--- src/swm_pkg.sv ---
package swm_pkg;
   localparam int CLK_MHZ        = 25;
   // Times in microseconds
   localparam int T_RST_LOW_REG_US    = 480;
   localparam int T_RST_LOW_FAST_US   = 48;
   localparam int T_RST_LOW_MAX_US    = 960;
   localparam int T_PRES_WAIT_REG_US  = 60;
   localparam int T_PRES_WAIT_FAST_US = 6;
   localparam int T_PRES_LOW_REG_US   = 240;
   localparam int T_PRES_LOW_FAST_US  = 24;
   localparam int T_SLOT_REG_US  = 60;
   localparam int T_SLOT_FAST_US = 6;
   localparam int T_LOW1_US      = 1;
   localparam int T_RDV_REG_US   = 15;
   localparam int T_RDV_FAST_US  = 2;
   localparam int T_REC_US       = 1;
   // Cycle counts derived from the clock rate
   localparam int C_RSTL_REG  = T_RST_LOW_REG_US * CLK_MHZ;
   localparam int C_RSTL_FAST = T_RST_LOW_FAST_US * CLK_MHZ;
   localparam int C_RSTL_MAX  = T_RST_LOW_MAX_US * CLK_MHZ;
   // Presence window covers the slowest legal answer: longest wait plus longest pulse
   localparam int C_PRES_REG  = (T_PRES_WAIT_REG_US + T_PRES_LOW_REG_US) * CLK_MHZ;
   localparam int C_PRES_FAST = (T_PRES_WAIT_FAST_US + T_PRES_LOW_FAST_US) * CLK_MHZ;
   localparam int C_SLOT_REG  = T_SLOT_REG_US * CLK_MHZ;
   localparam int C_SLOT_FAST = T_SLOT_FAST_US * CLK_MHZ;
   localparam int C_LOW1      = T_LOW1_US * CLK_MHZ;
   localparam int C_RDV_REG   = T_RDV_REG_US * CLK_MHZ;
   localparam int C_RDV_FAST  = T_RDV_FAST_US * CLK_MHZ;
   localparam int C_REC       = T_REC_US * CLK_MHZ;
   localparam int CNT_W       = 16;
   // Check code constants and the fast-mode command code
   localparam logic [15:0] CRC16_POLY = 16'hA001;
   localparam logic [7:0]  CRC8_POLY  = 8'h8C;
   localparam logic [15:0] CRC16_INIT = 16'h0000;
   localparam logic [7:0]  CMD_FAST_SKIP = 8'h3C;
   // Command codes of the host port
   typedef enum logic [1:0] {SWM_OP_RESET, SWM_OP_WRITE, SWM_OP_READ, SWM_OP_CLR} swm_op_e;
   typedef struct packed {
      swm_op_e    op;
      logic [7:0] data;
   } swm_req_s;
   typedef struct packed {
      logic [7:0]  data;
      logic        presence;
      logic [15:0] crc16;
      logic [7:0]  crc8;
   } swm_rsp_s;
   typedef enum {SWM_IDLE, SWM_RST_LOW, SWM_PRES, SWM_LOW, SWM_HOLD, SWM_REC} swm_state_e;
endpackage

--- src/swm_master.sv ---
`timescale 1ns/1ns
// Bus master engine: resets the line and moves bytes through time slots
module swm_master
   import swm_pkg::*;
#(
   parameter int RSTL_REG  = C_RSTL_REG,
   parameter int PRES_REG  = C_PRES_REG
)
(
   input  wire logic     clk,
   input  wire logic     rst_n,
   input  wire logic     req_valid,
   output logic          req_ready,
   input  wire swm_req_s req,
   output logic          rsp_valid,
   output swm_rsp_s      rsp,
   output logic          fast_mode_flag,
   input  wire logic     line_in,
   output logic          line_out,
   output logic          line_oe
);
   swm_state_e         state_reg;        // Engine state
   swm_state_e         state_next;
   logic [CNT_W-1:0]   cnt_reg;          // Cycles into current phase
   logic [2:0]         bit_reg;          // Bit index in byte, lsb first
   logic [7:0]         sh_reg;           // Byte shifting out and in
   swm_op_e            op_reg;           // Operation in progress
   logic               pres_seen_reg;    // Line pulled low by a device
   logic               fast_reg;         // Our fast-mode flag copy
   logic               rsp_valid_reg;
   logic [7:0]         data_reg;
   logic               pres_reg;
   logic [15:0]        crc16_reg;        // Running 16-bit code
   logic [7:0]         crc8_reg;         // Running identity code

   // Phase limits follow the current speed
   wire [CNT_W-1:0] lim_rstl = fast_reg ? CNT_W'(C_RSTL_FAST) : CNT_W'(RSTL_REG);
   wire [CNT_W-1:0] lim_pres = fast_reg ? CNT_W'(C_PRES_FAST) : CNT_W'(PRES_REG);
   wire [CNT_W-1:0] lim_slot = fast_reg ? CNT_W'(C_SLOT_FAST) : CNT_W'(C_SLOT_REG);
   wire [CNT_W-1:0] lim_rdv  = fast_reg ? CNT_W'(C_RDV_FAST) : CNT_W'(C_RDV_REG);
   wire             cur_bit  = sh_reg[0];
   // Write one and read release early; write zero holds the whole slot
   wire             short_low = (op_reg == SWM_OP_READ) || cur_bit;
   wire [CNT_W-1:0] lim_low  = short_low ? CNT_W'(C_LOW1) : lim_slot;
   wire             phase_end = (cnt_reg == lim_low - 1'b1);
   wire             samp_now  = (state_reg == SWM_HOLD) && (cnt_reg == lim_rdv - 1'b1);
   wire             rx_bit    = (op_reg == SWM_OP_READ) ? line_in : cur_bit;
   wire             accept    = req_valid && req_ready;
   wire             byte_done = (state_reg == SWM_REC) && (cnt_reg == CNT_W'(C_REC - 1))
                                && (bit_reg == 3'd7);
   wire [15:0]      crc16_fb  = {15'h0000, crc16_reg[0] ^ rx_bit};
   wire [7:0]       crc8_fb   = {7'h00, crc8_reg[0] ^ rx_bit};
   wire [15:0]      crc16_nx  = (crc16_reg >> 1) ^ (CRC16_POLY & {16{crc16_fb[0]}});
   wire [7:0]       crc8_nx   = (crc8_reg >> 1) ^ (CRC8_POLY & {8{crc8_fb[0]}});
   // Speed switches only once the whole command byte is out, never inside a slot
   wire             fast_cmd  = (op_reg == SWM_OP_WRITE) && (sh_reg == CMD_FAST_SKIP);

   assign req_ready      = (state_reg == SWM_IDLE);
   assign rsp_valid      = rsp_valid_reg;
   // Running codes go out raw so the user can compare and re-read on error
   assign rsp            = '{data: data_reg, presence: pres_reg,
                             crc16: crc16_reg, crc8: crc8_reg};
   assign fast_mode_flag = fast_reg;
   assign line_out       = 1'b0;
   // Drive low only in reset and slot low phases; released otherwise
   assign line_oe        = (state_reg == SWM_RST_LOW) || (state_reg == SWM_LOW);

   // Next state
   always_comb
   begin
      state_next = state_reg;
      case (state_reg)
         SWM_IDLE:
            if (accept && req.op == SWM_OP_RESET)
               state_next = SWM_RST_LOW;
            else if (accept && req.op != SWM_OP_CLR)
               state_next = SWM_LOW;
         SWM_RST_LOW:
            if (cnt_reg == lim_rstl - 1'b1)
               state_next = SWM_PRES;
         SWM_PRES:
            if (cnt_reg == lim_pres - 1'b1)
               state_next = SWM_IDLE;
         SWM_LOW:
            if (phase_end)
               state_next = SWM_HOLD;
         SWM_HOLD:
            if (cnt_reg == lim_slot - 1'b1)
               state_next = SWM_REC;
         SWM_REC:
            if (cnt_reg == CNT_W'(C_REC - 1))
               state_next = (bit_reg == 3'd7) ? SWM_IDLE : SWM_LOW;
         default:
            state_next = SWM_IDLE;
      endcase
   end

   // State and phase counter
   always_ff @(posedge clk or negedge rst_n)
   begin
      if (!rst_n)
      begin
         state_reg <= SWM_IDLE;
         cnt_reg   <= '0;
      end
      else
      begin
         state_reg <= state_next;
         cnt_reg   <= (state_next != state_reg) ? '0 : cnt_reg + 1'b1;
      end
   end

   // Byte shifter, bit index and operation latch
   always_ff @(posedge clk or negedge rst_n)
   begin
      if (!rst_n)
      begin
         sh_reg  <= '0;
         bit_reg <= '0;
         op_reg  <= SWM_OP_RESET;
      end
      else if (accept)
      begin
         sh_reg  <= req.data;
         bit_reg <= '0;
         op_reg  <= req.op;
      end
      else if (samp_now)
         sh_reg  <= {rx_bit, sh_reg[7:1]};
      else if (state_reg == SWM_REC && state_next == SWM_LOW)
         bit_reg <= bit_reg + 1'b1;
   end

   // Check codes: host clears before each pass, then every bit is folded in
   always_ff @(posedge clk or negedge rst_n)
   begin
      if (!rst_n)
      begin
         crc16_reg <= CRC16_INIT;
         crc8_reg  <= '0;
      end
      else if (accept && req.op == SWM_OP_CLR)
      begin
         crc16_reg <= CRC16_INIT;
         crc8_reg  <= '0;
      end
      else if (samp_now)
      begin
         crc16_reg <= crc16_nx;
         crc8_reg  <= crc8_nx;
      end
   end

   // Presence sampling, speed flag and answer
   always_ff @(posedge clk or negedge rst_n)
   begin
      if (!rst_n)
      begin
         pres_seen_reg <= 1'b0;
         fast_reg      <= 1'b0;
         rsp_valid_reg <= 1'b0;
         data_reg      <= '0;
         pres_reg      <= 1'b0;
      end
      else
      begin
         rsp_valid_reg <= 1'b0;
         if (state_reg == SWM_RST_LOW)
            pres_seen_reg <= 1'b0;
         else if (state_reg == SWM_PRES && !line_in)
            pres_seen_reg <= 1'b1;
         // A regular-length reset returns everyone to regular speed
         if (state_reg == SWM_RST_LOW && state_next == SWM_PRES
             && cnt_reg >= CNT_W'(C_RSTL_REG - 1))
            fast_reg <= 1'b0;
         else if (byte_done && fast_cmd)
            fast_reg <= 1'b1;
         if (state_reg == SWM_PRES && state_next == SWM_IDLE)
         begin
            rsp_valid_reg <= 1'b1;
            pres_reg      <= pres_seen_reg || !line_in;
         end
         else if (byte_done)
         begin
            rsp_valid_reg <= 1'b1;
            data_reg      <= sh_reg;
         end
         else if (accept && req.op == SWM_OP_CLR)
            rsp_valid_reg <= 1'b1;
      end
   end

   // Reset low stays under the interrupt-masking limit
   rst_max_a: assert property (@(posedge clk) disable iff (!rst_n)
      state_reg == SWM_RST_LOW |-> cnt_reg < CNT_W'(C_RSTL_MAX))
      else $error("reset low too long");
   rst_len_a: assert property (@(posedge clk) disable iff (!rst_n)
      $rose(state_reg == SWM_RST_LOW) && !fast_reg |-> (line_oe) [*8])
      else $error("reset pulse cut short");
   slot_start_a: assert property (@(posedge clk) disable iff (!rst_n)
      $rose(state_reg == SWM_LOW) |-> line_oe && !line_out)
      else $error("slot not started low");
   read_rel_a: assert property (@(posedge clk) disable iff (!rst_n)
      state_reg == SWM_HOLD && op_reg == SWM_OP_READ |-> !line_oe)
      else $error("master drives during read");
   pres_rel_a: assert property (@(posedge clk) disable iff (!rst_n)
      state_reg == SWM_PRES |-> !line_oe)
      else $error("line not released for presence");
   fast_clr_a: assert property (@(posedge clk) disable iff (!rst_n)
      $fell(fast_reg) |-> $past(state_reg) == SWM_RST_LOW)
      else $error("fast mode left outside reset");
   fast_set_a: assert property (@(posedge clk) disable iff (!rst_n)
      $rose(fast_reg) |-> $past(byte_done) && $past(op_reg) == SWM_OP_WRITE
                          && $past(sh_reg) == CMD_FAST_SKIP)
      else $error("fast mode set without command");
   crc_clr_a: assert property (@(posedge clk) disable iff (!rst_n)
      accept && req.op == SWM_OP_CLR |=> crc16_reg == CRC16_INIT && rsp_valid)
      else $error("check code not cleared");
   busy_a: assert property (@(posedge clk) disable iff (!rst_n)
      state_reg != SWM_IDLE |=> $stable(op_reg))
      else $error("request taken while busy");
   slot_low_a: assert property (@(posedge clk) disable iff (!rst_n)
      state_reg == SWM_LOW |-> cnt_reg < lim_slot)
      else $error("slot low phase too long");
   cv_reset_c: cover property (@(posedge clk) rsp_valid && rsp.presence);
   cv_write_c: cover property (@(posedge clk) byte_done && op_reg == SWM_OP_WRITE);
   cv_read_c: cover property (@(posedge clk) byte_done && op_reg == SWM_OP_READ);
   cv_fast_c: cover property (@(posedge clk) $rose(fast_reg));
endmodule

--- config.mk ---
export PLATFORM = sky130hd
export DESIGN_NAME = swm_master
export DESIGN_NICKNAME = d
export VERILOG_FILES = /design/src/swm_pkg.sv /design/src/swm_master.sv
export SDC_FILE = /design/constraint.sdc
export NUM_CORES = 1
export LEC_CHECK = 0
export BUFFER_PORTS_ARGS = -buffer_cell sky130_fd_sc_hd__buf_2
export CAP_MARGIN = 40
export CORE_UTILIZATION = 40
export DETAILED_ROUTE_END_ITERATION = 8
export GPL_ROUTABILITY_DRIVEN = 1
export PLACE_DENSITY = 0.69
export SETUP_SLACK_MARGIN = 0.3
export SLEW_MARGIN = 0
export SYNTH_ARGS = -nofsm -noshare
export SYNTH_HDL_FRONTEND = slang
export SYNTH_SLANG_ARGS = --single-unit
--- constraint.sdc ---
create_clock -name clk -period 3.8 [get_ports clk]
set_input_delay 0.38 -clock clk [delete_from_list [all_inputs] [get_ports clk]]
set_output_delay 0.38 -clock clk [all_outputs]
set_load 0.01 [all_outputs]
======== Yosys cells after proc, flatten, opt, wreduce, memory -nomap -nowiden ========
Cells that the tools add are included.
word-level totals
  register bits ........................... 97
cells by class
  magnitude comparators ................... 1
  muxes and demuxes ....................... 32
  bitwise operators ....................... 5
  reduce and logical (&&, ||, !) cells .... 29
  $add $sub $neg .......................... 7
  equal/unequal tests ..................... 26
operators by type and width
  cell                                                                  number
  2-to-1 mux 32 bit                                                     7
  equality test 32 x 3 -> 1 bit (second input constant)                 6
  one-hot mux 32 bit (6 select lines)                                   1
  equality test 32 x 2 -> 1 bit (second input constant)                 3
  logical NOT 32 bit                                                    3
  equality test 16 bit                                                  5
  equality test 32 x 4 -> 1 bit (second input constant)                 2
  2-to-1 mux 16 bit                                                     3
  equality test 32 x 1 -> 1 bit (second input constant)                 1
  2-to-1 mux 8 bit                                                      4
  inequality test 32 bit                                                1
  subtractor 11 x 1 -> 12 bit (second input constant)                   2
  2-to-1 mux 11 bit                                                     2
  adder 16 x 1 -> 16 bit (second input constant)                        1
  equality test 16 x 5 -> 1 bit (second input constant)                 1
  greater-or-equal comparator 16 x 14 -> 1 bit (second input constant)  1
  bitwise XOR 15 x 16 -> 16 bit                                         1
  subtractor 14 x 1 -> 15 bit (second input constant)                   1
  logical AND 1 bit                                                     14
  2-to-1 mux 14 bit                                                     1
  subtractor 13 x 1 -> 14 bit (second input constant)                   1
  2-to-1 mux 13 bit                                                     1
  nonzero test 2 bit                                                    5
  subtractor 9 x 1 -> 10 bit (second input constant)                    1
  other kinds (18)                                                      32

======== Longest topological paths before layout ========
Gate-level depths: netlist of the first run.
  word-level depth ........................ 12
  gate-level depth with buffers ........... 8
  mapped depth without buffers ............ 7

======== Least setup slack after synthesis of the first run ========
No wires, ideal clock.
  path type ............................... register -> register
  from .................................... reg cnt_reg[3]
  to ...................................... reg cnt_reg[10]
  data required time ...................... 3.681 ns
  setup time .............................. 0.119 ns
  stages on the path, launching flop included .. 9
  slack ................................... 1.690 ns
  data arrival time ....................... 1.991 ns
  cell sequence ........................... dfrtp_1 -> buf_4 -> nand3b_1 -> a2111o_1 -> a2111oi_2 -> a311o_2 -> o211a_4 -> buf_6 -> nor2_1
on the way
  longest elaborated chain between the ends .. 5
  elaborated cells between the ends (all ways) .. 14
  classes of those cells .................. add/sub (1); eq/ne (6); mux (7)
ends and longest elaborated chain
  item                                                   line               text
  start, declared                                        swm_master.sv:24   logic [CNT_W-1:0] cnt_reg;
  start signal, assigned                                 swm_master.sv:109  cnt_reg <= (state_next != state_reg) ? '0 : cnt_reg + 1'b1;
  equality test 16 x 5 -> 1 bit (tied with other cells)  swm_master.sv:91   if (cnt_reg == CNT_W'(C_REC - 1))
  2-to-1 mux 32 bit (on tied branches)                   --
  one-hot mux 32 bit (6 select lines)                    swm_master.sv:72   case (state_reg)
  inequality test 32 bit                                 swm_master.sv:109
  2-to-1 mux 16 bit (*)                                  swm_master.sv:109
Mark *: on every way between the ends. The rest lies on a longest branch, timed or not.
A chain may end at the register's enable or synchronous reset.

======== Worst setup path after layout of the first run ========
  from .................................... reg state_reg[17]
  to ...................................... out req_ready
on the way
  longest elaborated chain between the ends .. 1
ends and longest elaborated chain
  item                    line               text
  start, declared         swm_master.sv:22   swm_state_e state_reg;
  start signal, assigned  swm_master.sv:108  state_reg <= state_next;
  logical NOT 32 bit      swm_master.sv:58   assign req_ready = (state_reg == SWM_IDLE);
  end, declared           swm_master.sv:13   output logic req_ready,
Every way passes these cells.

==> flow_metrics.py, run 1 <==
metrics = {
    "power": {
        "power_density_nw_per_um2": 359,
        "vdd_drop_max_uv": 211,
        "p_leak_nw": 2.07,
    },
    "route": {
        "drt-wirelength-per-cell_um": 14.5,
        "routed_wl_um": 9120,
        "vias": 3235,
        "ant_nets": 0,
        "dr.pass1.iters": 4,
        "drc_errors": 0,
        "viasPerCell": 5.14,
        "dr.first_iter.drc_count": 227,
    },
    "layout": {
        "diodes": 0,
        "layout-drive-gt1-share_pct": 18.4,
        "area_delta_synth_final_pct": 15.7,
        "final_common_cell": "dfrtp_1",
        "fillCellCount": 972,
        "largest_register_ffs": 32,
        "mostFrequentLayoutCells": "dfrtp_1 (97), nor2_1 (67), buf_2 (49), mux2i_1 (32), conb_1 (30)",
        "nNetsFinal": 502,
    },
    "yosys": {
        "ys_seq_area_share_pct": 53.8,
        "syn_inst": 410,
        "synth-async-reset-ratio_pct": 100,
        "synth_edf_count": 0,
        "netlist_area_um2": 4510,
        "yosysTopAreaCell": "dfrtp_1",
        "avgSynthCellArea_um2": 11.0,
        "ys_warn_count": 0,
        "synth_cell_types": 61,
        "synth_seq_cells": 97,
        "synth_flop_cell": "dfrtp_1",
        "synth_area_leaders": "dfrtp_1 (54%), mux2i_1 (7.1%), nor2_1 (5.6%), xnor2_1 (2.7%), mux2_2 (2.5%)",
        "synth_top_area_share_pct": 53.8,
    },
    "floorplan": {
        "die_h_um": 108,
        "core_area_um2": 10900,
        "num_rows": 38,
        "fp.dieW_um": 108,
        "start_util_pct": 41.4,
        "pin_count": 52,
        "die_area_um2": 11700,
    },
    "placed_design": {
        "pre_cts_slack_ns": 1.28,
        "io_buffer_count": 50,
        "gp_congestion": 0.930,
        "dp_hpwl_um": 6410,
    },
    "critical_path": {
        "crit_path_end_kind": "primary output",
        "cp.required_ns": 3.42,
        "ff2ff_path_depth": 6,
        "crit_type": "flop to primary output",
        "regToRegSetupSlack_ns": 1.26,
        "worstSetupStartpointType": "flop",
        "r2r_start": "fast_mode_flag",
        "critPathArrivalTime_ns": 2.36,
        "r2r-end": "sh_reg[7]",
        "critPathMaxFanout": 5,
    },
    "global_route": {
        "antenna_found_initial": 0,
        "overflow": 0,
        "grt_pass1_wl_um": 15300,
        "grt_max_degree": 70,
        "grt_usage_pct": 17.1,
        "grt_pass1_vias": 3082,
    },
    "hold_path": {
        "hold_depth": 3,
        "min_from": "req[5]",
        "holdCritPathClass": "primary input to flop",
        "hold_end": "sh_reg[5]",
    },
    "timing": {
        "timing.slew.headroom_pct": 49.4,
        "drv_slew": 0,
        "fmax_ghz": 0.365,
        "period_minus_slack_ns": 2.74,
        "period_share_pct": 72.2,
        "timing_hold_violations_final": 0,
        "worst_slew_pin_slew_ns": 0.739,
        "tns_ns": 0,
        "setup_slack_ns": 1.06,
        "setup_viol": 0,
        "fin_skew_ns": 0.0111,
        "rsz0062_at_grt": "false",
    },
    "clocking": {
        "cts_tree": "yes",
        "clock-root-buffer": "clkbuf_8",
        "path_clk_slew_ns": 0.10,
        "clk_latency_ns": 0.38,
        "clock_sinks": 97,
        "cts_resized": 0,
        "cts_buffers": 9,
        "cts_buffer_depth": 2,
        "cts_max_level": 3,
    },
    "flow_run": {
        "drv_cap": 0,
    },
    "outcome": {
        "status": "complete, no violations",
    },
}
## how the worst max path moves through the flow
| stage | startpoint | endpoint |
|---|---|---|
| global placement | fast_mode_flag | sh_reg[7] |
| finish | state_reg[17] | req_ready |
| floorplan | cnt_reg[3] | cnt_reg[10] |
| global route | state_reg[29] | req_ready |
| detailed placement | fast_mode_flag | sh_reg[7] |
| CTS | state_reg[29] | req_ready |
## metal layers
layer | global-route usage (%) | part of all wire (%) | vias to the layer above
met1 | 22.6 | 46 | 1563
met5 | 0 | 0 | -
met3 | 4.16 | 4.8 | 16
li1 | - | - | 1570
met4 | 8.71 | 2.4 | 0
met2 | 26.1 | 47 | 86
## synthesized netlist by cell type, drive strengths merged (6+ instances only)
cell type  instances
nor4               9
nor2              67
buf               13
mux2              10
a21oi             13
nor3              14
nand2             17
nand4             11
clkbuf             8
inv               11
xnor2             14
dfrtp             97
and4               6
xor2               9
nand3             13
mux2i             32
## stage by stage
stage          cell area, µm²  cells  hold WS, ns  power (mW)  utilization, %
3_5_place_dp             4970    612        0.181        1.12            45.7
4_1_cts                  5220    629        0.224        1.89            47.9
3_3_place_gp             4940    611        0.463        1.11            45.4
2_1_floorplan            4620    439       0.0844        1.08               -
5_1_grt                  5220    629        0.228        1.94            47.9
6_report                 5220    629        0.248        1.87            47.9
## worst max-delay path: stages, from the launching register on
cell and delay [ns]:
dfrtp_1 0.37, nor4_1 0.54, nand4_1 0.21, nor3_2 0.34, nand2_1 0.21, nor2_1 0.16, buf_2 0.16
## cell type report
class,instances,area [µm²],share of cell area (%)
tap,140,175,3.36
multi-input combinational,310,2020,38.8
clock buffer,9,124,2.37
sequential,97,2430,46.5
inverter,11,41.3,0.792
timing repair buffer,55,313,6.00
clock inverter,7,111,2.13
## logic make-up after synthesis
family | count (synthesis) | share of synthesized area, %
compound gates | 42 | 6.94
simple gates | 169 | 20.3
buf+inv | 32 | 3.69
xor+xnor | 23 | 4.47
fa+ha+maj | 4 | 1.11
flops | 97 | 53.8
mux | 42 | 9.60
other cells | 1 | 0.0832
## repair_timing
action / CTS / global route
endpoints found under the hold margin: 1 / 0
hold buffers: 1 / 0
setup buffers: 0 / 0
## report_power, final
part,switching (mW),internal (mW),total [mW]
clock network,0.394,0.384,0.779
logic,0.0314,0.0120,0.0434
registers,0.00435,1.05,1.05
Note: power is estimated with default switching activity, not from simulation.
==> inputs of run 2 (changes only) <==
==> constraint.sdc (replaced) <==
create_clock -name clk -period 2.65 [get_ports clk]
set_input_delay 0.265 -clock clk [delete_from_list [all_inputs] [get_ports clk]]
set_output_delay 0.265 -clock clk [all_outputs]
set_load 0.01 [all_outputs]
==> flow_metrics.py, run 2 (synthesis results as in run 1) <==
metrics = {
    "critical_path": {
        "critPathBufInv": 3,
        "cp.required_ns": 2.92,
        "worstSetupStartpointType": "flop",
        "critPathArrivalTime_ns": 2.56,
        "cpMaxStageDelayCell": "dfrtp_2",
        "critPathMaxFanout": 11,
        "crit_type": "flop to flop",
        "path_delay_family": "simple AND/OR/NAND/NOR gates",
        "crit_chain": "buf_12 -> or3b_1 -> o22a_1 -> nor4_4 -> buf_4 -> clkbuf_16 -> mux2i_1 -> mux2_2",
        "cpPeakStageDelay_ns": 0.45,
        "crit_path_end_kind": "flop",
    },
    "timing": {
        "timing_hold_violations_final": 0,
        "rsz0062_at_grt": "true",
        "tns_ns": 0,
        "period_minus_slack_ns": 2.29,
        "fmax_ghz": 0.436,
        "fin_skew_ns": 0.0140,
        "drv_slew": 0,
        "setup_viol": 0,
        "setup_slack_ns": 0.359,
        "hold_ws_ns": 0.128,
        "period_share_pct": 86.5,
    },
    "layout": {
        "final_cells": 645,
        "diodes": 0,
        "utilization_pct": 49.7,
        "area_delta_synth_final_pct": 19.9,
        "mostFrequentLayoutCells": "dfrtp_1 (93), nor2_1 (66), buf_2 (49), mux2i_1 (32), conb_1 (30)",
        "layout-drive-gt1-share_pct": 24.2,
        "largest_register_ffs": 32,
        "fillCellCount": 982,
        "final_common_cell": "dfrtp_1",
        "final_cell_area_um2": 5410,
        "nNetsFinal": 518,
    },
    "flow_run": {
        "drv_cap": 0,
    },
    "route": {
        "dr.first_iter.drc_count": 193,
        "dr.pass1.iters": 5,
        "viasPerCell": 5.17,
        "routed_wl_um": 9890,
        "drc_errors": 0,
        "vias": 3335,
        "drt-wirelength-per-cell_um": 15.3,
        "ant_nets": 0,
    },
    "floorplan": {
        "num_rows": 38,
        "start_util_pct": 41.4,
        "die_area_um2": 11700,
        "pin_count": 52,
        "fp.dieW_um": 108,
        "die_h_um": 108,
        "core_area_um2": 10900,
    },
    "hold_path": {
        "holdCritPathClass": "primary input to flop",
    },
    "placed_design": {
        "dpl.cell_count": 619,
        "pre_cts_slack_ns": 0.242,
        "placed_cell_area_um2": 5030,
        "dp_hpwl_um": 6790,
        "io_buffer_count": 50,
        "gp_congestion": 0.875,
    },
    "clocking": {
        "cts_buffers": 9,
        "cts_tree": "yes",
        "path_clk_slew_ns": 0.10,
        "cts_buffer_depth": 2,
        "clk_latency_ns": 0.38,
        "cts_max_level": 3,
        "clock_sinks": 97,
        "clock-root-buffer": "clkbuf_8",
    },
    "power": {
        "p_leak_nw": 2.13,
        "total_power_mw": 2.48,
        "power_density_nw_per_um2": 459,
        "vdd_drop_max_uv": 275,
    },
    "global_route": {
        "overflow": 0,
        "antenna_found_initial": 0,
        "grt_pass1_wl_um": 15800,
        "grt_max_degree": 65,
        "grt_pass1_vias": 3258,
        "grt_usage_pct": 17.7,
    },
    "outcome": {
        "status": "complete, no violations",
    },
}
run 2: where the power goes:
part | internal (mW) | switching [mW]
clock network | 0.358 | 0.552
logic | 0.0165 | 0.0446
registers | 1.50 | 0.0106
total | 1.88 | 0.607
run 2: repair_timing:
| item | 4_1_cts | 5_1_grt |
|---|---|---|
| pin swaps | 1 | 8 |
| resized for setup | 5 | 15 |
| endpoints found under the hold margin | 33 | 0 |
| hold buffers | 1 | 0 |
| setup endpoints to repair | 19 | 31 |
| cloned | 0 | 2 |
| setup buffers | 1 | 6 |
run 2: layout make-up:
cell class / instances / area, µm² / area share [%]
tap: 140 / 175 / 3.24
clock inverter: 7 / 65.1 / 1.20
multi-input combinational: 310 / 2100 / 38.9
inverter: 11 / 41.3 / 0.764
timing repair buffer: 71 / 467 / 8.63
sequential: 97 / 2430 / 45.0
clock buffer: 9 / 124 / 2.29
run 2: layer usage:
metal  track usage [%]  share of wire, %
met3              3.62               5.2
met4              7.44               2.6
met2              27.8                46
met1              23.8                46
met5                 0                 0
run 2: worst paths after layout:
kind	startpoint	end	slack, ns	depth (start not counted)
setup / recovery	fast_mode_flag	sh_reg[7]	0.36	8
hold / removal	req[7]	sh_reg[7]	0.13	2
setup reg to reg	fast_mode_flag	sh_reg[7]	0.36	8
hold reg to reg	pres_reg	pres_reg	0.50	1
max in group asynchronous	rst_n	crc16_reg[1]	1.60	3
min in group asynchronous	rst_n	state_reg[2]	0.37	2
